## src/verilog/scg_pkg.sv

```systemverilog
// Package for the charge-state warning flags and load-model selector
package scg_pkg;
  // Data widths
  localparam int CAP_W = 16;
  localparam int CUR_W = 16;
  localparam int VOLT_W = 16;
  localparam int SEL_W = 3;
  // Load-mode encodings
  localparam logic LOAD_MODE_CC = 1'h0;
  localparam logic LOAD_MODE_CP = 1'h1;
  localparam logic LOAD_MODE_RST = 1'h0;
  // Load-select codes
  localparam logic [2:0] SEL_PREV_AVG = 3'h0;
  localparam logic [2:0] SEL_PRES_AVG = 3'h1;
  localparam logic [2:0] SEL_AVG = 3'h2;
  localparam logic [2:0] SEL_FILT = 3'h3;
  localparam logic [2:0] SEL_DESIGN5 = 3'h4;
  localparam logic [2:0] SEL_HOST = 3'h5;
  localparam logic [2:0] SEL_USER = 3'h6;
  // Reset values
  localparam logic [15:0] CAP_RST = 16'h0000;
  localparam logic [15:0] DISABLED_THR = 16'hffff;
  localparam logic [15:0] DIV_FIVE = 16'h0005;
  // Filter time constant
  localparam int CLK_HZ = 10000000;
  localparam int FILT_TAU_S = 14;
  localparam int FILT_SHIFT = 4;
  // Accumulator fractional bits
  localparam int ACC_FRAC = 8;
  localparam logic [1:0] CNT_RST = 2'h0;

  // Host configuration group
  typedef struct packed {
    logic [15:0] first_set;
    logic [15:0] first_clear;
    logic [15:0] final_set;
    logic [15:0] final_clear;
    logic        load_mode;
    logic [2:0]  load_select;
    logic        reserve_noload_comp_bit;
    logic [15:0] reserve_cap;
    logic [15:0] host_rate_value;
    logic [15:0] user_current_rate;
    logic [15:0] user_power_rate;
    logic [15:0] design_capacity;
    logic [15:0] design_energy;
  } scg_cfg_t;

  // Status flag group
  typedef struct packed {
    logic low_charge_warn_first;
    logic low_charge_warn_final;
    logic internal_short_flag;
    logic tab_disconnect_flag;
    logic load_model_status_bit;
  } scg_flags_t;
endpackage

```

## src/verilog/scg_top.sv

```systemverilog
// Charge-state warning flags, fault flags and load-model rate selection
`timescale 1ns/1ps
// Summary of operation
// RULE_01: Accumulate signed charge samples into the capacity estimate, both directions.
// RULE_02: Set first warning when remaining capacity drops below first set threshold.
// RULE_03: Clear first warning only when capacity rises above first clear threshold.
// RULE_04: Set final warning when capacity drops below final set threshold.
// RULE_05: Final set threshold of minus one disables setting the final warning.
// RULE_06: Clear final warning above final clear threshold, only when already set.
// RULE_07: Raise internal-short flag on a short seen while battery relaxed.
// RULE_08: Raise tab-disconnect flag on a health event in two-cell parallel pack.
// RULE_09: Load mode 0 selects constant current, 1 constant power; default 0.
// RULE_10: Mirror load mode into a status bit readable by the host.
// RULE_11: Current codes 0,1,2 pick previous, present, and plain average current.
// RULE_12: Current code 3 picks low-pass filtered average current, 14 s constant.
// RULE_13: Current codes 4,5,6 pick design capacity/5, host rate, user current rate.
// RULE_14: Power codes 0,1,2 pick previous, present average power, current times voltage.
// RULE_15: Power code 3 picks voltage times filtered average current.
// RULE_16: Power codes 4,5,6 pick design energy/5, host rate, user power rate.
// RULE_17: Keep programmable reserve capacity beyond zero reported remaining capacity.
// RULE_18: Reserve uses loaded or no-load compensation per configuration bit.
// RULE_19: Report full charge capacity compensated for the present load.
// RULE_20: Also report uncompensated remaining and full capacities.
// RULE_21: Reserve bit set selects no-load compensation; resets to zero.
// RULE_22: Evaluate thresholds on each capacity update; hold warning flags between updates.
module scg_top (
  // Clock and reset
  input  wire logic                      clk,
  input  wire logic                      resetn,
  // Host configuration
  input  wire scg_pkg::scg_cfg_t         cfg,
  // Measurement inputs from same-clock logic
  input  wire logic                      sample_valid,
  input  wire logic signed [15:0]        charge_delta,
  input  wire logic [15:0]               full_capacity_raw,
  input  wire logic [15:0]               load_drop,
  input  wire logic [15:0]               averaged_current,
  input  wire logic [15:0]               prev_avg_current,
  input  wire logic [15:0]               pres_avg_current,
  input  wire logic [15:0]               prev_avg_power,
  input  wire logic [15:0]               pres_avg_power,
  input  wire logic [15:0]               cell_voltage,
  input  wire logic                      relaxed,
  input  wire logic                      short_detect,
  input  wire logic                      parallel_two_cell,
  input  wire logic                      tab_detect,
  // Status outputs
  output logic                           cap_update,
  output scg_pkg::scg_flags_t            flags,
  output logic [15:0]                    remaining_capacity_a,
  output logic [15:0]                    full_charge_capacity_b,
  output logic [15:0]                    uncomp_remaining_capacity,
  output logic [15:0]                    uncomp_full_capacity,
  output logic [15:0]                    reserve_capacity,
  output logic [31:0]                    load_rate
);
  import scg_pkg::*;

  // Whole module state
  typedef struct packed {
    logic signed [23:0] charge_acc;
    logic [23:0]        filt_acc;
    logic               upd;
    scg_flags_t         fl;
    logic [15:0]        rem;
    logic [15:0]        fcc;
    logic [15:0]        urem;
    logic [15:0]        ufcc;
    logic [15:0]        rsv;
    logic [31:0]        rate;
  } scg_state_t;

  scg_state_t st;
  scg_state_t next_st;

  // Filter shift approximates a 14 s time constant on one-second samples
  localparam int FILT_TAU_CYC = FILT_TAU_S * CLK_HZ;

  logic [15:0] filt_cur;
  logic [31:0] sel_val;
  logic [15:0] comp_rsv;
  logic [16:0] cap_sum;
  logic signed [24:0] acc_sum;

  assign filt_cur = st.filt_acc[23 -: 16];

  // Rate source selection
  always_comb begin
    sel_val = 32'h0;
    if (cfg.load_mode == LOAD_MODE_CC) begin
      case (cfg.load_select)
        SEL_PREV_AVG: sel_val = {16'h0, prev_avg_current}; // RULE_11
        SEL_PRES_AVG: sel_val = {16'h0, pres_avg_current}; // RULE_11
        SEL_AVG:      sel_val = {16'h0, averaged_current}; // RULE_11
        SEL_FILT:     sel_val = {16'h0, filt_cur}; // RULE_12
        SEL_DESIGN5:  sel_val = {16'h0, cfg.design_capacity / DIV_FIVE}; // RULE_13
        SEL_HOST:     sel_val = {16'h0, cfg.host_rate_value}; // RULE_13
        SEL_USER:     sel_val = {16'h0, cfg.user_current_rate}; // RULE_13
        default:      sel_val = {16'h0, pres_avg_current};
      endcase
    end else begin
      case (cfg.load_select)
        SEL_PREV_AVG: sel_val = {16'h0, prev_avg_power}; // RULE_14
        SEL_PRES_AVG: sel_val = {16'h0, pres_avg_power}; // RULE_14
        SEL_AVG:      sel_val = averaged_current * cell_voltage; // RULE_14
        SEL_FILT:     sel_val = filt_cur * cell_voltage; // RULE_15
        SEL_DESIGN5:  sel_val = {16'h0, cfg.design_energy / DIV_FIVE}; // RULE_16
        SEL_HOST:     sel_val = {16'h0, cfg.host_rate_value}; // RULE_16
        SEL_USER:     sel_val = {16'h0, cfg.user_power_rate}; // RULE_16
        default:      sel_val = {16'h0, prev_avg_power};
      endcase
    end
  end

  // Reserve compensation: loaded rate adds the present load drop
  always_comb begin
    cap_sum = {1'b0, cfg.reserve_cap} + {1'b0, load_drop};
    if (cfg.reserve_noload_comp_bit) begin
      comp_rsv = cfg.reserve_cap; // RULE_21
    end else if (cap_sum[16]) begin
      comp_rsv = 16'hffff;
    end else begin
      comp_rsv = cap_sum[15:0]; // RULE_18
    end
  end

  // Next-state logic
  always_comb begin
    logic [15:0] avail;
    logic [15:0] comp_full;
    logic [15:0] comp_rem;
    logic [15:0] cap_q;
    avail = 16'h0;
    comp_full = 16'h0;
    comp_rem = 16'h0;
    cap_q = 16'h0;
    next_st = st;
    next_st.upd = 1'b0;
    acc_sum = 25'(st.charge_acc) + 25'(charge_delta);
    // Level flag copy of load mode for the host
    next_st.fl.load_model_status_bit = cfg.load_mode; // RULE_09 RULE_10
    next_st.rate = sel_val;
    next_st.rsv = comp_rsv; // RULE_17
    // Sticky fault flags; only reset clears them
    if (relaxed && short_detect) begin
      next_st.fl.internal_short_flag = 1'b1; // RULE_07
    end
    if (parallel_two_cell && tab_detect) begin
      next_st.fl.tab_disconnect_flag = 1'b1; // RULE_08
    end
    if (sample_valid) begin
      // Saturate so a long discharge cannot wrap to full
      if (acc_sum < 25'sh0) begin
        next_st.charge_acc = 24'sh0; // RULE_01
      end else if (acc_sum > 25'sh7fffff) begin
        next_st.charge_acc = 24'sh7fffff;
      end else begin
        next_st.charge_acc = acc_sum[23:0]; // RULE_01
      end
      next_st.filt_acc = st.filt_acc - (st.filt_acc >> FILT_SHIFT)
                         + ({8'h0, averaged_current} << (ACC_FRAC - FILT_SHIFT)); // RULE_12
      cap_q = next_st.charge_acc[23 -: 16] > full_capacity_raw ?
              full_capacity_raw : 16'(next_st.charge_acc[23:ACC_FRAC - 1] >> 1);
      avail = cap_q;
      comp_full = full_capacity_raw > load_drop ? full_capacity_raw - load_drop : 16'h0;
      // Widen the sum so a large load drop plus reserve cannot wrap to a small value
      comp_rem = ({1'b0, avail} > ({1'b0, load_drop} + {1'b0, comp_rsv})) ?
                 avail - load_drop - comp_rsv : 16'h0;
      next_st.urem = avail; // RULE_20
      next_st.ufcc = full_capacity_raw; // RULE_20
      next_st.fcc = comp_full; // RULE_19
      next_st.rem = comp_rem; // RULE_17
      next_st.upd = 1'b1; // RULE_22
      // Hysteresis; set wins if both thresholds overlap
      if (comp_rem < cfg.first_set) begin
        next_st.fl.low_charge_warn_first = 1'b1; // RULE_02
      end else if (comp_rem > cfg.first_clear) begin
        next_st.fl.low_charge_warn_first = 1'b0; // RULE_03
      end
      if (cfg.final_set != DISABLED_THR && comp_rem < cfg.final_set) begin
        next_st.fl.low_charge_warn_final = 1'b1; // RULE_04 RULE_05
      end else if (st.fl.low_charge_warn_final && comp_rem > cfg.final_clear) begin
        next_st.fl.low_charge_warn_final = 1'b0; // RULE_06
      end
    end
  end

  // State register
  always_ff @(posedge clk or negedge resetn) begin
    if (!resetn) begin
      st <= '0;
    end else begin
      st <= next_st;
    end
  end

  // Outputs straight from state flops
  assign cap_update = st.upd;
  assign flags = st.fl;
  assign remaining_capacity_a = st.rem;
  assign full_charge_capacity_b = st.fcc;
  assign uncomp_remaining_capacity = st.urem;
  assign uncomp_full_capacity = st.ufcc;
  assign reserve_capacity = st.rsv;
  assign load_rate = st.rate;
endmodule

```

## config.mk

```make
export PLATFORM = sky130hd
export DESIGN_NAME = scg_top
export DESIGN_NICKNAME = d
export VERILOG_FILES = /design/src/verilog/scg_pkg.sv /design/src/verilog/scg_top.sv
export SDC_FILE = /design/constraint.sdc
export NUM_CORES = 2
export LEC_CHECK = 0
export ABC_AREA = 1
export BUFFER_PORTS_ARGS = -buffer_cell sky130_fd_sc_hd__buf_2
export CAP_MARGIN = 30
export CORE_ASPECT_RATIO = 2
export CORE_MARGIN = 3
export CORE_UTILIZATION = 49
export CTS_CLUSTER_SIZE = 10
export DETAILED_ROUTE_END_ITERATION = 10
export PLACE_DENSITY = 0.65
export RECOVER_POWER = 100
export SYNTH_ARGS = -nofsm -noshare
export SYNTH_HDL_FRONTEND = slang
export SYNTH_SLANG_ARGS = --single-unit
```

## constraint.sdc

```tcl
create_clock -name clk -period 13.6 [get_ports clk]
set_input_delay 0.68 -clock clk [delete_from_list [all_inputs] [get_ports clk]]
set_output_delay 0.68 -clock clk [all_outputs]
set_load 0.005 [all_outputs]
```

==> results.md <==
- Initial Util: 49.4%
- Reg area: 4150 sq um
- Max Freq: 0.0868 GHz
- Post-DRT Antenna Nets: 0
- Core ar.: 70,800 sq um
- Final min period: 11.52 ns
- TritonCTS clock tree: built
- Outcome: finished with violations
- Worst Path Arrival: 11.90 ns
- Fillers: 7,087
- Final hold vios: 0
- Critical Path Start Type: register
- Drt pass-1 iters: 6
- Die W: 195 microns
- Register area share after synthesis: 11.9%
- Vias in the first global route: 34,000
- Clock root cell: clkbuf_16
- Nets@finish: 6,167
- Post-Route WL: 125 mm
- DR vias: 32,200
- Slowest stage delay, CP: 0.79 ns
- Failing checks: capacitance limit, slew limit
- Final Max Slew Viols: 429
- Layout overhead on the synthesized area: 7.44%
- TritonCTS buffer count: 17
- Io pins: 434
- Critical R2R Launch: st[145]
- Period utilisation layout: 84.7%
- Post-Syn Area: 35,000 sq um
- Htree depth: 4
- RSZ-0062 raised after global routing: no
- CP endpoint kind: register
- First-pass GRT wire length: 190 mm
- CP startpoint: st[145]
- Crit Path Class: register to register
- Die Ht: 384 microns
- Area taken by multi-input logic gates: 25,200 sq um
- GP Congestion: 1.00
- Distinct cells, synth: 56
- Initial drt markers: 1,858
- Final setup violating endpoints: 0
- # DRC: 0
- Yosys warning total: 0
- Routed vias/inst: 5.44
- CP required: 13.98 ns
- Grt total ovfl: 0
- Final worst slack: 2.08 ns
- Post-synth ARST share: 100%
- Setup tns final: 0 ns
- Yosys reg bits: 166
- Initial antenna violation count: 18
- Crit-path max FO: 31
- Largest net degree at the start of global routing: 93
- Finished Core Util: 53.1%
- Pre-CTS setup slack: 1.87 ns
- Clk_skew: 0.0206 ns
- Post-CTS Setup Inserts: 0
- Average size of a mapped cell: 7.32 sq um
- Syn nets: 5,957
- CTS Hold Bufs: 0
- Detail Placement HPWL: 102 mm
- Die footprint: 74,800 sq um
- Worst slew pin tran: 4.47 ns
- Number of flops mapped to enable cells by yosys: 0
- Slowest stage cell, crit path: o21ai_0
- PortBufs: 433
- Layout cells sized above 1: 10.6%
- Worst hold-check path type: input port to register
- Post-CTS Resized: 0
- DR WL/cell: 21.0 microns
- Row cnt: 138
- Slew headroom: -198%
- Clock transition at path regs: 0.08 ns
- Clk Latency, worst-skew pair: 0.50 ns
- Dominant synthesized flop cell: dfrtp_1
- Clk buf depth: 2
- GRT Total Usage: 33.4%
- Max Cap Viol: 9
- Clock Sinks: 166
- Hold Path Origin: tab_detect
- Cell count after synthesis: 4,783
flip-flops by register name (all words and copies together) (netlist names):
register                   count
cap_update                     1
filt_cur                      16
flags                          5
full_charge_capacity_b        16
load_rate                     32
remaining_capacity_a          16
reserve_capacity              16
st                            32
uncomp_full_capacity          16
uncomp_remaining_capacity     16
final timing paths:
check	endpoint	slack [ns]	cells after the start
max in group asynchronous	load_rate[7]	5.24	3
max	flags[3]	2.08	60
min reg2reg	flags[2]	0.46	1
min	flags[1]	0.38	2
min in group asynchronous	load_rate[23]	1.77	1
max reg2reg	flags[3]	2.08	60
critical path: cells and delay by family (launching register included):
family,cells,cell delay (ns)
AOI/OAI and AO/OA,21,4.53
xor gates and xnor gates,1,0.14
adders and majority gates,5,1.70
buffers and inverters,5,0.64
DFF,1,0.40
and+or+nand+nor,28,4.01
Yosys cell counts, types with 8 or more instances:
cell type | count | share of area, %
nand2_1 | 1144 | 12
inv_1 | 1080 | 12
ha_1 | 434 | 16
fa_1 | 424 | 24
a21oi_1 | 255 | 3.6
o21ai_0 | 233 | 3.3
dfrtp_1 | 166 | 12
nor2_1 | 162 | 1.7
clkbuf_1 | 153 | 1.6
nand3_1 | 150 | 2.1
buf_4 | 117 | 2.5
xor2_1 | 64 | 1.6
nand2_2 | 58 | 1.0
inv_2 | 31 | 0.33
nor3_1 | 27 | 0.39
xnor2_1 | 26 | 0.65
o21bai_1 | 21 | 0.45
o21ai_1 | 20 | 0.29
o22ai_1 | 20 | 0.36
a221oi_1 | 16 | 0.40
nand4_1 | 14 | 0.25
o2111ai_1 | 14 | 0.35
or2_2 | 14 | 0.25
nand3_2 | 13 | 0.37
a211oi_1 | 12 | 0.26
buf_1 | 12 | 0.13
o211ai_1 | 11 | 0.24
a21o_1 | 8 | 0.17
a31oi_1 | 8 | 0.14
o31ai_1 | 8 | 0.17
cell usage in the layout, fill, tap and decap left out, drive strengths merged, types with 3 or more instances in the layout:
master,count
a2111oi,4
a211oi,12
a21o,8
a21oi,259
a221oi,16
a22o,4
a22oi,4
a31oi,8
and2,6
buf,369
bufinv,3
clkbuf,123
clkinv,5
clkinvlp,3
dfrtp,166
diode,11
fa,424
ha,434
inv,1114
mux2i,4
nand2,1207
nand3,164
nand3b,6
nand4,15
nor2,163
nor3,27
nor4,6
o2111ai,14
o211ai,11
o21a,5
o21ai,256
o21bai,21
o221ai,4
o22ai,20
o31ai,8
or2,15
xnor2,26
xor2,64
cell families (layout without fill, tap and decap cells):
kind of cell / Yosys count / in the layout / synth area share [%]
XOR/XNOR: 90 / 90 / 2.25
AND/OR/NAND/NOR: 1610 / 1610 / 19.1
adder cells (fa/ha/maj): 858 / 858 / 39.8
other: 1 / 12 / 0.0107
flip-flops: 166 / 166 / 11.9
AO/OA/AOI/OAI: 660 / 660 / 10.6
buffers and inverters: 1394 / 1617 / 16.2
multiplexers: 4 / 4 / 0.125
stage by stage:
| stage | hold WS [ns] | cell area, sq um | cells |
|---|---|---|---|
| 2_1_floorplan | 0.384 | 35000 | 4783 |
| 3_3_place_gp | 0.439 | 37100 | 5882 |
| 4_1_cts | 0.215 | 37700 | 5916 |
| 5_1_grt | 0.371 | 37600 | 5923 |
| 3_5_place_dp | 0.443 | 37100 | 5884 |
| 6_report | 0.382 | 37600 | 5927 |
layer usage:
metal,vias to the layer above,wire [microns],GRT usage (%)
li1,14900,-,-
met5,-,101,0
met3,514,8420,6.63
met4,14,12300,26.3
met2,1282,64600,61.8
met1,15500,39300,31.9
cell type report:
cell class,instances,share of cell area (%)
Antenna cell,11,0.0732
Multi-Input combinational cell,3223,67.0
Sequential cell,166,11.0
Tap cell,910,3.03
Clock inverter,13,0.513
Clock buffer,19,1.15
Inverter,1112,11.1
Timing Repair Buffer,473,6.13
Power is not shown: default switching activity piles up to over one toggle a cycle in this logic, so the estimate is an artifact.
